[src/hbc_pkg.sv]
// Constants, codes and carrier types of the holding brake control block.
// Assumes a single 100 MHz clock and a synchronous active-high reset.
package hbc_pkg;

  // Parameter space offset of the brake override mode.
  localparam logic [15:0] ADDR_BRAKE_OVERRIDE_MODE = 16'h0814;
  localparam logic [15:0] RESET_BRAKE_OVERRIDE_MODE = 16'h0000;

  // Brake override mode encodings.
  localparam logic [1:0] MODE_AUTOMATIC = 2'h0;
  localparam logic [1:0] MODE_MANUAL_RELEASE = 2'h1;
  localparam logic [1:0] MODE_MANUAL_APPLY = 2'h2;

  // Operating state codes reported by the drive state machine.
  localparam logic [3:0] OPST_SWITCH_ON_DISABLED = 4'h3;
  localparam logic [3:0] OPST_READY_TO_SWITCH_ON = 4'h4;
  localparam logic [3:0] OPST_OPERATION_ENABLED = 4'h6;
  localparam logic [3:0] OPST_FAULT = 4'h9;

  // Error code reported when safe torque off has cut the power stage.
  localparam logic [15:0] ERR_SAFE_TORQUE_OFF = 16'h0514;
  localparam logic [15:0] ERR_NONE = 16'h0000;

  // Brake delays are given in milliseconds; the clock period is 10 ns.
  localparam int CLK_PERIOD_NS = 10;
  localparam int DELAY_UNIT_NS = 1000000;
  localparam int DELAY_UNIT_CYCLES = DELAY_UNIT_NS / CLK_PERIOD_NS;

  // Number of limit switch inputs.
  localparam int LIMIT_COUNT = 2;

  // Reset level of the synchronised pins: inactive torque off inputs high.
  // Field order is torque_off_input_a, torque_off_input_b, brake_release_input,
  // limit_level, so both torque off bits high and the release request low.
  localparam logic [LIMIT_COUNT+2:0] PIN_RESET_LEVEL = 5'h18;

  // Pins that arrive from outside the clock domain.
  typedef struct packed {
    logic torque_off_input_a;
    logic torque_off_input_b;
    logic brake_release_input;
    logic [LIMIT_COUNT-1:0] limit_level;
  } hbc_pins_t;

  // Static configuration of each limit switch.
  typedef struct packed {
    logic [LIMIT_COUNT-1:0] enable;
    logic [LIMIT_COUNT-1:0] normally_closed;
  } hbc_limit_cfg_t;

  typedef enum logic [1:0] {
    MODE_E_AUTOMATIC = MODE_AUTOMATIC,
    MODE_E_RELEASE = MODE_MANUAL_RELEASE,
    MODE_E_APPLY = MODE_MANUAL_APPLY
  } hbc_mode_t;

endpackage

[src/hbc_pin_sync.sv]
// Three-stage synchroniser for a group of pin inputs.
// A change is taken once the second and third stages agree.
`timescale 1ns/100ps
`default_nettype none
module hbc_pin_sync #(
  parameter int WIDTH = 5,
  parameter logic [WIDTH-1:0] RESET_LEVEL = '0
) (
  input wire logic i_clk,
  input wire logic i_sys_rst,
  input wire logic [WIDTH-1:0] i_async,
  output logic [WIDTH-1:0] o_sync
);
  logic [WIDTH-1:0] s1_ff;
  logic [WIDTH-1:0] s2_ff;
  logic [WIDTH-1:0] s3_ff;
  logic [WIDTH-1:0] q_ff;
  logic [WIDTH-1:0] nxt_q;

  genvar g;
  generate
    for (g = 0; g < WIDTH; g++) begin : g_bit
      always_comb begin
        nxt_q[g] = (s2_ff[g] == s3_ff[g]) ? s3_ff[g] : q_ff[g];
      end
    end
  endgenerate

  always_ff @(posedge i_clk) begin
    if (i_sys_rst) begin
      s1_ff <= RESET_LEVEL;
      s2_ff <= RESET_LEVEL;
      s3_ff <= RESET_LEVEL;
      q_ff <= RESET_LEVEL;
    end else begin
      s1_ff <= i_async;
      s2_ff <= s1_ff;
      s3_ff <= s2_ff;
      q_ff <= nxt_q;
    end
  end

  assign o_sync = q_ff;
endmodule // hbc_pin_sync
`default_nettype wire

[src/hbc_delay_timer.sv]
// Millisecond delay timer for the brake release and application delays.
// A start pulse loads the delay; done stays high until the next start.
`timescale 1ns/100ps
`default_nettype none
module hbc_delay_timer #(
  parameter int CYCLES_PER_UNIT = hbc_pkg::DELAY_UNIT_CYCLES,
  parameter int DW = 16
) (
  input wire logic i_clk,
  input wire logic i_sys_rst,
  input wire logic i_start,
  input wire logic [DW-1:0] i_delay,
  output logic o_done
);
  localparam int PW = (CYCLES_PER_UNIT > 1) ? $clog2(CYCLES_PER_UNIT) : 1;
  localparam logic [PW-1:0] PRE_LAST = PW'(CYCLES_PER_UNIT - 1);

  logic busy_ff;
  logic nxt_busy;
  logic done_ff;
  logic nxt_done;
  logic [PW-1:0] pre_ff;
  logic [PW-1:0] nxt_pre;
  logic [DW-1:0] left_ff;
  logic [DW-1:0] nxt_left;

  always_comb begin
    nxt_busy = busy_ff;
    nxt_done = done_ff;
    nxt_pre = pre_ff;
    nxt_left = left_ff;
    if (i_start) begin
      nxt_busy = 1'b1;
      nxt_done = 1'b0;
      nxt_pre = '0;
      nxt_left = i_delay;
    end else if (busy_ff) begin
      if (left_ff == '0) begin
        nxt_busy = 1'b0;
        nxt_done = 1'b1;
      end else if (pre_ff == PRE_LAST) begin
        nxt_pre = '0;
        nxt_left = left_ff - DW'(1);
      end else begin
        nxt_pre = pre_ff + PW'(1);
      end
    end
  end

  always_ff @(posedge i_clk) begin
    if (i_sys_rst) begin
      busy_ff <= 1'b0;
      done_ff <= 1'b0;
      pre_ff <= '0;
      left_ff <= '0;
    end else begin
      busy_ff <= nxt_busy;
      done_ff <= nxt_done;
      pre_ff <= nxt_pre;
      left_ff <= nxt_left;
    end
  end

  assign o_done = done_ff;
endmodule // hbc_delay_timer
`default_nettype wire

[src/hbc_brake_ctrl.sv]
// Holding brake control: power stage sequencing with brake delays, manual
// brake override, safe torque off and limit switch error reporting.
// Assumes drive state, standstill and enable request come from same-clock
// logic, and that the pins in i_pins are asynchronous.
//
// Notes on behaviour
// - Enabling the power stage releases the brake automatically unless overridden.
// - Operation enabled is permitted only after the release delay has elapsed.
// - Disabling the power stage applies the brake automatically.
// - Motor current stays on during the apply delay, removed afterwards.
// - Manual release works only in states 3, 4 and 9.
// - Manual application is accepted only at motor standstill.
// - Enabling with manual application active keeps the brake applied.
// - Manual application beats automatic release and manual release.
// - Override mode 0 automatic, 1 manual release, 2 manual apply.
// - Apply to release needs automatic first; direct change is no release.
// - A new override value acts at once.
// - The release input requests manual release under the same restrictions.
// - Safe torque off disables the power stage and reports error 1300.
// - Limit switch triggers raise errors; each is enable and polarity set.
`timescale 1ns/100ps
`default_nettype none
module hbc_brake_ctrl #(
  parameter int DELAY_UNIT_CYCLES = hbc_pkg::DELAY_UNIT_CYCLES,
  parameter int DELAY_W = 16
) (
  input wire logic i_clk,
  input wire logic i_sys_rst,
  input wire hbc_pkg::hbc_pins_t i_pins,
  input wire hbc_pkg::hbc_limit_cfg_t i_limit_cfg,
  input wire logic i_enable_req,
  input wire logic [3:0] i_op_state,
  input wire logic i_standstill,
  input wire logic i_fault_reset,
  input wire logic [DELAY_W-1:0] i_release_delay,
  input wire logic [DELAY_W-1:0] i_apply_delay,
  input wire logic i_par_sel,
  input wire logic i_par_wr,
  input wire logic [15:0] i_par_addr,
  input wire logic [15:0] i_par_wdata,
  output logic [15:0] o_par_rdata,
  output logic o_par_ack,
  output logic o_par_err,
  output logic o_brake_release,
  output logic o_motor_current,
  output logic o_op_enable_allowed,
  output logic o_sto_fault,
  output logic [15:0] o_error_code,
  output logic [hbc_pkg::LIMIT_COUNT-1:0] o_limit_error
);
  localparam int PINW = $bits(hbc_pkg::hbc_pins_t);
  localparam int LN = hbc_pkg::LIMIT_COUNT;

  typedef enum logic [1:0] {
    HBC_PS_OFF,
    HBC_PS_RELEASING,
    HBC_PS_ON,
    HBC_PS_APPLYING
  } hbc_power_t;

  hbc_pkg::hbc_pins_t pins;
  logic [PINW-1:0] pins_vec;
  logic timer_start;
  logic [DELAY_W-1:0] timer_delay;
  logic timer_done;
  logic sto_trig;

  hbc_pin_sync #(
    .WIDTH(PINW),
    .RESET_LEVEL(hbc_pkg::PIN_RESET_LEVEL)
  ) u_sync (
    .i_clk(i_clk),
    .i_sys_rst(i_sys_rst),
    .i_async(i_pins),
    .o_sync(pins_vec)
  );
  assign pins = hbc_pkg::hbc_pins_t'(pins_vec);

  hbc_delay_timer #(
    .CYCLES_PER_UNIT(DELAY_UNIT_CYCLES),
    .DW(DELAY_W)
  ) u_timer (
    .i_clk(i_clk),
    .i_sys_rst(i_sys_rst),
    .i_start(timer_start),
    .i_delay(timer_delay),
    .o_done(timer_done)
  );

  // Torque off inputs are active low: either one low cuts the power stage.
  assign sto_trig = ~pins.torque_off_input_a | ~pins.torque_off_input_b;

  // Parameter access port.
  hbc_pkg::hbc_mode_t mode_ff;
  hbc_pkg::hbc_mode_t nxt_mode;
  logic [15:0] rdata_ff;
  logic [15:0] nxt_rdata;
  logic ack_ff;
  logic nxt_ack;
  logic err_ff;
  logic nxt_err;
  logic hit;

  always_comb begin
    hit = (i_par_addr == hbc_pkg::ADDR_BRAKE_OVERRIDE_MODE);
    nxt_mode = mode_ff;
    nxt_rdata = '0;
    nxt_ack = i_par_sel;
    nxt_err = 1'b0;
    if (i_par_sel) begin
      if (!hit) begin
        nxt_err = 1'b1;
      end else if (i_par_wr) begin
        case (i_par_wdata)
          16'h0000: nxt_mode = hbc_pkg::MODE_E_AUTOMATIC;
          16'h0001: nxt_mode = hbc_pkg::MODE_E_RELEASE;
          16'h0002: nxt_mode = hbc_pkg::MODE_E_APPLY;
          default: nxt_err = 1'b1;
        endcase
      end else begin
        nxt_rdata = {14'h0000, mode_ff};
      end
    end
  end

  always_ff @(posedge i_clk) begin
    if (i_sys_rst) begin
      mode_ff <= hbc_pkg::hbc_mode_t'(hbc_pkg::RESET_BRAKE_OVERRIDE_MODE[1:0]);
      rdata_ff <= '0;
      ack_ff <= 1'b0;
      err_ff <= 1'b0;
    end else begin
      mode_ff <= nxt_mode;
      rdata_ff <= nxt_rdata;
      ack_ff <= nxt_ack;
      err_ff <= nxt_err;
    end
  end

  // Manual override state.
  logic apply_ff;
  logic nxt_apply;
  logic manual_release_ok;
  logic release_state_ok;

  always_comb begin
    release_state_ok = (i_op_state == hbc_pkg::OPST_SWITCH_ON_DISABLED) ||
                       (i_op_state == hbc_pkg::OPST_READY_TO_SWITCH_ON) ||
                       (i_op_state == hbc_pkg::OPST_FAULT);
    if (apply_ff) begin
      // Only a return to automatic ends an active manual application.
      nxt_apply = (mode_ff != hbc_pkg::MODE_E_AUTOMATIC);
    end else begin
      nxt_apply = (mode_ff == hbc_pkg::MODE_E_APPLY) && i_standstill;
    end
    manual_release_ok = ((mode_ff == hbc_pkg::MODE_E_RELEASE) ||
                         pins.brake_release_input) &&
                        release_state_ok && !apply_ff;
  end

  always_ff @(posedge i_clk) begin
    if (i_sys_rst) begin
      apply_ff <= 1'b0;
    end else begin
      apply_ff <= nxt_apply;
    end
  end

  // Power stage sequencing with brake delays.
  hbc_power_t ps_ff;
  hbc_power_t nxt_ps;
  logic brake_ff;
  logic nxt_brake;
  logic current_ff;
  logic nxt_current;
  logic allowed_ff;
  logic nxt_allowed;

  always_comb begin
    nxt_ps = ps_ff;
    timer_start = 1'b0;
    timer_delay = i_release_delay;
    case (ps_ff)
      HBC_PS_OFF: begin
        if (i_enable_req && !sto_trig) begin
          nxt_ps = HBC_PS_RELEASING;
          timer_start = 1'b1;
        end
      end
      HBC_PS_RELEASING: begin
        if (sto_trig) begin
          nxt_ps = HBC_PS_OFF;
        end else if (!i_enable_req) begin
          nxt_ps = HBC_PS_APPLYING;
          timer_start = 1'b1;
          timer_delay = i_apply_delay;
        end else if (timer_done) begin
          nxt_ps = HBC_PS_ON;
        end
      end
      HBC_PS_ON: begin
        if (sto_trig) begin
          nxt_ps = HBC_PS_OFF;
        end else if (!i_enable_req) begin
          nxt_ps = HBC_PS_APPLYING;
          timer_start = 1'b1;
          timer_delay = i_apply_delay;
        end
      end
      HBC_PS_APPLYING: begin
        if (sto_trig || timer_done) begin
          nxt_ps = HBC_PS_OFF;
        end
      end
      default: nxt_ps = HBC_PS_OFF;
    endcase
    nxt_current = (nxt_ps != HBC_PS_OFF);
    nxt_allowed = (nxt_ps == HBC_PS_ON);
    nxt_brake = !nxt_apply &&
                ((nxt_ps == HBC_PS_RELEASING) || (nxt_ps == HBC_PS_ON) ||
                 manual_release_ok);
  end

  always_ff @(posedge i_clk) begin
    if (i_sys_rst) begin
      ps_ff <= HBC_PS_OFF;
      brake_ff <= 1'b0;
      current_ff <= 1'b0;
      allowed_ff <= 1'b0;
    end else begin
      ps_ff <= nxt_ps;
      brake_ff <= nxt_brake;
      current_ff <= nxt_current;
      allowed_ff <= nxt_allowed;
    end
  end

  // Error reporting; a new trigger wins over a fault reset.
  logic sto_fault_ff;
  logic nxt_sto_fault;
  logic [15:0] err_code_ff;
  logic [15:0] nxt_err_code;
  logic [LN-1:0] limit_ff;
  logic [LN-1:0] nxt_limit;
  logic [LN-1:0] limit_hit;

  genvar g;
  generate
    for (g = 0; g < LN; g++) begin : g_limit
      always_comb begin
        limit_hit[g] = i_limit_cfg.enable[g] &&
                       (i_limit_cfg.normally_closed[g] ?
                        !pins.limit_level[g] : pins.limit_level[g]);
        nxt_limit[g] = limit_hit[g] || (limit_ff[g] && !i_fault_reset);
      end
    end
  endgenerate

  always_comb begin
    nxt_sto_fault = sto_trig || (sto_fault_ff && !i_fault_reset);
    nxt_err_code = nxt_sto_fault ? hbc_pkg::ERR_SAFE_TORQUE_OFF :
                                   hbc_pkg::ERR_NONE;
  end

  always_ff @(posedge i_clk) begin
    if (i_sys_rst) begin
      sto_fault_ff <= 1'b0;
      err_code_ff <= hbc_pkg::ERR_NONE;
      limit_ff <= '0;
    end else begin
      sto_fault_ff <= nxt_sto_fault;
      err_code_ff <= nxt_err_code;
      limit_ff <= nxt_limit;
    end
  end

  assign o_par_rdata = rdata_ff;
  assign o_par_ack = ack_ff;
  assign o_par_err = err_ff;
  assign o_brake_release = brake_ff;
  assign o_motor_current = current_ff;
  assign o_op_enable_allowed = allowed_ff;
  assign o_sto_fault = sto_fault_ff;
  assign o_error_code = err_code_ff;
  assign o_limit_error = limit_ff;
endmodule // hbc_brake_ctrl
`default_nettype wire

[config.mk]
export PLATFORM = sky130hd
export DESIGN_NAME = hbc_brake_ctrl
export DESIGN_NICKNAME = d
export VERILOG_FILES = /design/src/hbc_pkg.sv /design/src/hbc_pin_sync.sv /design/src/hbc_delay_timer.sv /design/src/hbc_brake_ctrl.sv
export SDC_FILE = /design/constraint.sdc
export NUM_CORES = 1
export LEC_CHECK = 0
export BUFFER_PORTS_ARGS = -buffer_cell sky130_fd_sc_hd__buf_2
export CORE_UTILIZATION = 40
export DETAILED_ROUTE_END_ITERATION = 6
export GPL_TIMING_DRIVEN = 0
export HOLD_SLACK_MARGIN = 0.1
export PLACE_DENSITY = 0.67
export SYNTH_ARGS = -nofsm -noshare
export SYNTH_HDL_FRONTEND = slang
export SYNTH_SLANG_ARGS = --single-unit
[constraint.sdc]
create_clock -name i_clk -period 4.8 [get_ports i_clk]
set_input_delay 0.24 -clock i_clk [delete_from_list [all_inputs] [get_ports i_clk]]
set_output_delay 0.24 -clock i_clk [all_outputs]
set_load 0.01 [all_outputs]
==> Yosys cells after proc, flatten, opt, wreduce, memory -nomap -nowiden <==
Cells that the tools add are included.
{ "word_totals": {"wordCells": 127, "reg_bits": 100, "output_inout_bits": 40} }
{ "op_classes": {"eq_ne": 20, "bitwise_logic": 6, "addsub": 2, "mux": 31, "reduce_logical": 43} }
{ "op_table": {"columns": ["cell", "n"], "rows": [
  ["$mux W16", 7],
  ["$logic_not A16 Y1", 2],
  ["$add A17 B1 Y17 const B", 1],
  ["$eq A17 B17 Y1 const B", 1],
  ["$mux W17", 1],
  ["$eq A16 B1 Y1 const B", 1],
  ["$eq A16 B12 Y1 const B", 1],
  ["$eq A16 B2 Y1 const B", 1],
  ["$sub A16 B1 Y16 const B", 1],
  ["$mux W2", 7],
  ["$mux W1", 12],
  ["$mux W11", 1],
  ["$logic_and A1 B1 Y1", 10],
  ["$logic_or A1 B1 Y1", 9],
  ["$eq A2 B2 Y1 const B", 4],
  ["$pmux W2 S4", 1],
  ["$reduce_bool A2 Y1", 4],
  ["$eq A2 B1 Y1 const B", 3],
  ["$logic_not A1 Y1", 6],
  ["$pmux W2 S3", 1],
  ["$reduce_or A2 Y1", 3],
  ["$reduce_or A3 Y1", 2],
  ["$eq A1 B1 Y1", 5],
  ["$not A1 Y1", 5],
  ["other kinds (12)", 13]
]} }

==> Logic depth before layout (Yosys ltp) <==
{ "logic_depth": {"ltp_word": 10, "mapped_depth": 9, "mapped_depth_nobuf": 9} }

==> Modules after synthesis <==
Synthesis repeated with hierarchy kept, for this count alone.
{ "hier_totals": {"hier_cells": 421, "area_unflattened_um2": 3746.1} }
{ "by_module_without_submodules": {"columns": ["mod", "seq_area_each_um2", "area_per_inst_um2", "n_inst", "cells_each"], "rows": [
  ["hbc_delay_timer", 700.7, 1885.6, 1, 222],
  ["hbc_brake_ctrl", 300.3, 1270.0, 1, 147],
  ["hbc_pin_sync", 400.4, 590.6, 1, 52]
]} }

==> Worst setup path before layout <==
No wires, ideal clock.
{ "synth_timing": {"path_type": "register to register", "from": "reg u_timer.left_ff[0]", "to": "reg u_timer.left_ff[14]", "setup_time_ps": 95, "t_arrival_ps": 2274, "period_less_slack_ps": 2369, "n_path_buf": 1, "setup_slack_ps": 2431, "t_required_ps": 4705, "path_stages_with_launch": 9, "cell_sequence": "dfxtp_1 inv_1 ha_1 or3b_2 o41ai_4 clkbuf_1 nor3_1 xnor2_1 a221oi_1"} }
{ "synth_between": {"elab_chain_len": 5, "elab_cells_between_ends": 8, "cone_classes": "add/sub (1); eq/ne (1); mux (4); reduce/logical (2)"} }
{ "synth_lines": {"columns": ["element", "line_no", "source"], "rows": [
  ["start, declared", "hbc_delay_timer.sv:24", "logic [DW-1:0] left_ff;"],
  ["start signal, assigned", "hbc_delay_timer.sv:60", "left_ff <= nxt_left;"],
  ["$sub A16 B1 Y16", "hbc_delay_timer.sv:43", "nxt_left = left_ff - DW'(1);"],
  ["$mux W16", "hbc_delay_timer.sv:41", "end else if (pre_ff == PRE_LAST) begin"],
  ["$mux W16", "hbc_delay_timer.sv:38", "if (left_ff == '0) begin"],
  ["$mux W16", "hbc_delay_timer.sv:37", "end else if (busy_ff) begin"],
  ["$mux W16", "hbc_delay_timer.sv:32", "if (i_start) begin"]
]} }
Parallel ways exist; a longest one is shown, timed or not. The select of a mux whose other input is x is not followed.
A chain may end at the register's enable or synchronous reset.

==> Worst setup path after layout <==
{ "layout_timing": {"from": "reg u_timer.left_ff[1]", "to": "reg u_timer.left_ff[3]"} }
The elaborated chain is that of the path after synthesis.

==> impl_results.md <==
- Result of the run: complete, no violations
- Post-synth top area cell: sky130_fd_sc_hd__dfxtp_1
- Count of cells along the worst register-to-register path: 8
- Via count: 3358
- Compound-cell area share of the yosys netlist: 0.129
- Min-Delay Path Class: input port to register
- Worst Path Class, Setup: register to register
- Final Slew Violations: 0
- Cts hold-fix bufs: 6
- Crit start category: register
- Number of rows created at floorplan: 34
- Detailed Routing Iterations Pass 1: 4
- Unrepaired setup endpoints after global routing: false
- Count of H-tree levels built during CTS: 3
- Launch point of the worst hold path: i_limit_cfg[2]
- Residual DRC count: 0
- Period utilisation layout: 0.570
- Number of buffers added by the clock tree synthesis step: 9
- Number of instances resized during post-cts repair: 0
- Power per cell area: 321 nW/µm²
- Share of the synthesized area in the top cell type: 0.389
- Worst clock skew on the final layout: 0.00872 ns
- Data arrival time of the worst path: 2.99 ns
- Final setup violation count: 0
- Number of top-level pins: 124
- Number of DRC markers after the initial detailed-route iteration: 92
- Critical register-to-register path startpoint: u_timer.left_ff[1]$_SDFFE_PP0P_
- Starting utilization of the core area: 0.413
- Terminating pin of the worst hold path: o_limit_error[0]$_SDFF_PP0_
- Maximum ir drop on the vdd rail: 171 µV
- Number of logic stages on the critical path including buffering: 8
- # clock sinks: 70
- Post-DR wirelength/cell: 12.3 µm
- Setup total negative slack: 0 ns
- Asr flop ratio synth: 0
- Biggest area contributors in the synthesized netlist: sky130_fd_sc_hd__dfxtp_1 (39%), sky130_fd_sc_hd__xnor2_1 (6.6%), sky130_fd_sc_hd__buf_4 (6.2%)
- Largest family of logic cells by synthesized area: simple AND/OR/NAND/NOR gates
- Synthesized area divided by synthesized cell count: 8.56 µm²
- Worst Tran Pin Value: 1.09 ns
- Sort of element at the end of the critical path: register
- Global-route wire length before repair: 14.2 mm
- Final Wtd Congestion: 0.893
- Maximum number of pins on one net before global-route repair: 16
- Yosys warning total: 0
- Simple-Gate Fraction of Synth Area: 0.269
- Highest Clock Rate: 366 MHz
- Number of cells produced by synthesis: 421
- Count of placed standard cells in the final layout, fillers left out: 674
- Share of cell area taken by muxes after synthesis: 0.00590
- Clock tree from TritonCTS: built
- Cells traversed along the worst timing path: inv_1, ha_1, or3b_2, o41ai_4, clkbuf_1, nor3_1, xnor2_1, a221oi_1
- Share of the yosys chip area belonging to registers: 0.389
- Global-route total usage across every layer: 0.184
- DIE WIDTH: 96.9 µm
- Die area: 9400 µm²
- Share of layout cells above drive strength 1: 0.285
- Total of max-cap violations: 0
- Number of distinct library cells after synthesis: 52
- Parity-gate share of the synthesized area counting xor and xnor cells: 0.0778
- Congestion Overflow GR: 0
- Hold Path Stages: 3
- Placed Instances: 651
- Number of antenna violations at the first check in global routing: 2
- Number of port buffers: 97
- Root Buffer: sky130_fd_sc_hd__clkbuf_8
- Vert. Die Dim: 96.9 µm
- Number of register bits inferred by synthesis: 70
- Final design area excluding fillers: 4590 µm²
- Dominant cell by count in the synthesized netlist: sky130_fd_sc_hd__dfxtp_1
- Buffering stage count on the worst path with inverters included: 2
- Standby leakage power: 0.00197 µW
- Area after DPL: 4320 µm²
- Final wirelength: 8.32 mm
- Netlist area before placement: 3600 µm²
- Terminus of the critical flop-to-flop path: u_timer.left_ff[3]$_SDFFE_PP0P_
- CP Max Fanout: 10
- Reg2Reg Setup Slack: 2.07 ns
- Area share of fa/ha/maj cells after synthesis: 0.0347
- Antenna Nets Post-Route: 0
- Half-perimeter wire length of the detailed placement result: 6.26 mm
- Top post-synthesis cells by count: sky130_fd_sc_hd__dfxtp_1 (70), sky130_fd_sc_hd__nor2_1 (38), sky130_fd_sc_hd__nand2_1 (37), sky130_fd_sc_hd__buf_4 (30)
- Shortest clock period the worst path allows after layout: 2.73 ns
- Clock slew at the register clock pins of the worst setup and hold paths: 0.09 ns
- Top flip-flop cell by instance count after synthesis: sky130_fd_sc_hd__dfxtp_1
- Total count of hold-check failures in the final report: 0
- Post-CTS Setup Repair Bufs: 0
- Core box area: 8720 µm²
- Number of enable flip-flop cells after synthesis: 0
- Via-per-instance ratio: 4.98
- Nets: 654
- Clock latency reported for the late side of the worst-skew pair: 0.35 ns
- Maximum cell stage delay along the critical path: 0.56 ns
- Data required time of the critical path: 5.05 ns
- Cell with the biggest individual delay on the critical path: sky130_fd_sc_hd__o41ai_4
- Area growth from synthesis to layout: 27.5%
- Maximum number of buffers from clock root to sink: 2
- Slew Limit Headroom: 0.264
- Via count of the first global-routing pass: 3265
- Crit-path leading delay family: compound AO/OA/AOI/OAI gates
[cell families after synthesis]
group | after synthesis
AND/OR/NAND/NOR | 180
other | 1
AO/OA/AOI/OAI | 68
adder cells (fa/ha/maj) | 10
XOR/XNOR | 32
buffers and inverters | 58
flip-flops | 70
multiplexers | 2
[final cells by class]
cell class                      count  area, µm²
Inverter                           12       45.0
Tap cell                          108        135
Buffer                             46        294
Fill cell                         855       4130
Clock buffer                        9        124
Sequential cell                    70       1400
Timing Repair Buffer              103        546
Antenna cell                        1       2.50
Clock inverter                      7       88.8
Multi-Input combinational cell    318       1960
[worst min-delay path: stages]
cell and delay [ns]:
sky130_fd_sc_hd__buf_2 0.07, sky130_fd_sc_hd__a21oi_1 0.05, sky130_fd_sc_hd__nor2_1 0.07
[power breakdown]
| part | internal [µW] | switching, µW |
|---|---|---|
| sequential | 617 | 35.6 |
| combinational | 140 | 173 |
| clock | 254 | 257 |
[layout by cell type (no fill, tap or decap), types with 2 or more instances in the layout]
cell type	instances
sky130_fd_sc_hd__nor3_1	16
sky130_fd_sc_hd__nor4b_1	9
sky130_fd_sc_hd__or3_1	4
sky130_fd_sc_hd__clkbuf_1	13
sky130_fd_sc_hd__nor2b_1	13
sky130_fd_sc_hd__and3_1	4
sky130_fd_sc_hd__nand2b_1	2
sky130_fd_sc_hd__o31ai_1	2
sky130_fd_sc_hd__xnor2_1	27
sky130_fd_sc_hd__clkbuf_8	9
sky130_fd_sc_hd__nand3_1	8
sky130_fd_sc_hd__buf_4	30
sky130_fd_sc_hd__and4_1	2
sky130_fd_sc_hd__xor2_1	5
sky130_fd_sc_hd__inv_1	12
sky130_fd_sc_hd__inv_6	2
sky130_fd_sc_hd__nor4_1	16
sky130_fd_sc_hd__or4_1	5
sky130_fd_sc_hd__nor2_1	38
sky130_fd_sc_hd__a311oi_1	2
sky130_fd_sc_hd__ha_1	10
sky130_fd_sc_hd__a21oi_1	27
sky130_fd_sc_hd__o21ai_0	11
sky130_fd_sc_hd__a211oi_1	3
sky130_fd_sc_hd__a21o_1	3
sky130_fd_sc_hd__conb_1	26
sky130_fd_sc_hd__inv_8	3
sky130_fd_sc_hd__buf_2	98
sky130_fd_sc_hd__nor3b_1	3
sky130_fd_sc_hd__or2_2	7
sky130_fd_sc_hd__nand4_1	8
sky130_fd_sc_hd__nand2_1	37
sky130_fd_sc_hd__dlygate4sd3_1	6
sky130_fd_sc_hd__o221a_2	2
sky130_fd_sc_hd__dfxtp_1	70
sky130_fd_sc_hd__a221oi_1	10
[metrics by stage]
step                      total power [µW]  hold WS, ns  utilization  worst slack, ns
after global routing                  1560        0.108        0.527             1.87
after floorplan                        876        0.317            -             2.43
after CTS                             1490        0.101        0.527             2.06
after global placement                 967        0.395        0.495             2.15
after detailed placement               972        0.400        0.495             2.07
final                                 1480        0.113        0.527             2.07
[worst max-delay path by stage]
stage                                                  end  slack [ns]                             from
after floorplan           u_timer.left_ff[14]$_SDFFE_PP0P_        2.43  u_timer.left_ff[0]$_SDFFE_PP0P_
after global placement     u_timer.left_ff[3]$_SDFFE_PP0P_        2.15  u_timer.left_ff[0]$_SDFFE_PP0P_
after detailed placement   u_timer.left_ff[3]$_SDFFE_PP0P_        2.07  u_timer.left_ff[0]$_SDFFE_PP0P_
after CTS                  u_timer.left_ff[3]$_SDFFE_PP0P_        2.06  u_timer.left_ff[0]$_SDFFE_PP0P_
after global routing       u_timer.left_ff[3]$_SDFFE_PP0P_        1.87  u_timer.left_ff[1]$_SDFFE_PP0P_
final                      u_timer.left_ff[3]$_SDFFE_PP0P_        2.07  u_timer.left_ff[1]$_SDFFE_PP0P_
[routing by layer]
metal / vias to the layer above / share of wire / track usage
li1: 1723 / - / -
met1: 1499 / 0.43 / 0.215
met2: 120 / 0.48 / 0.321
met3: 14 / 0.074 / 0.0491
met4: 2 / 0.017 / 0.0689
met5: - / 0.0012 / 0
[registers in the layout, summed over array words and instances, names as in the netlist, 2 cells and up]
name / flops
mode_ff: 2
o_limit_error: 2
u_sync.o_sync: 5
u_sync.s2_ff: 5
u_timer.pre_ff: 17
u_sync.s1_ff: 5
o_par_rdata: 2
u_sync.s3_ff: 5
u_timer.left_ff: 16
ps_ff: 2
No activity file was read; power rests on OpenSTA's default activity.
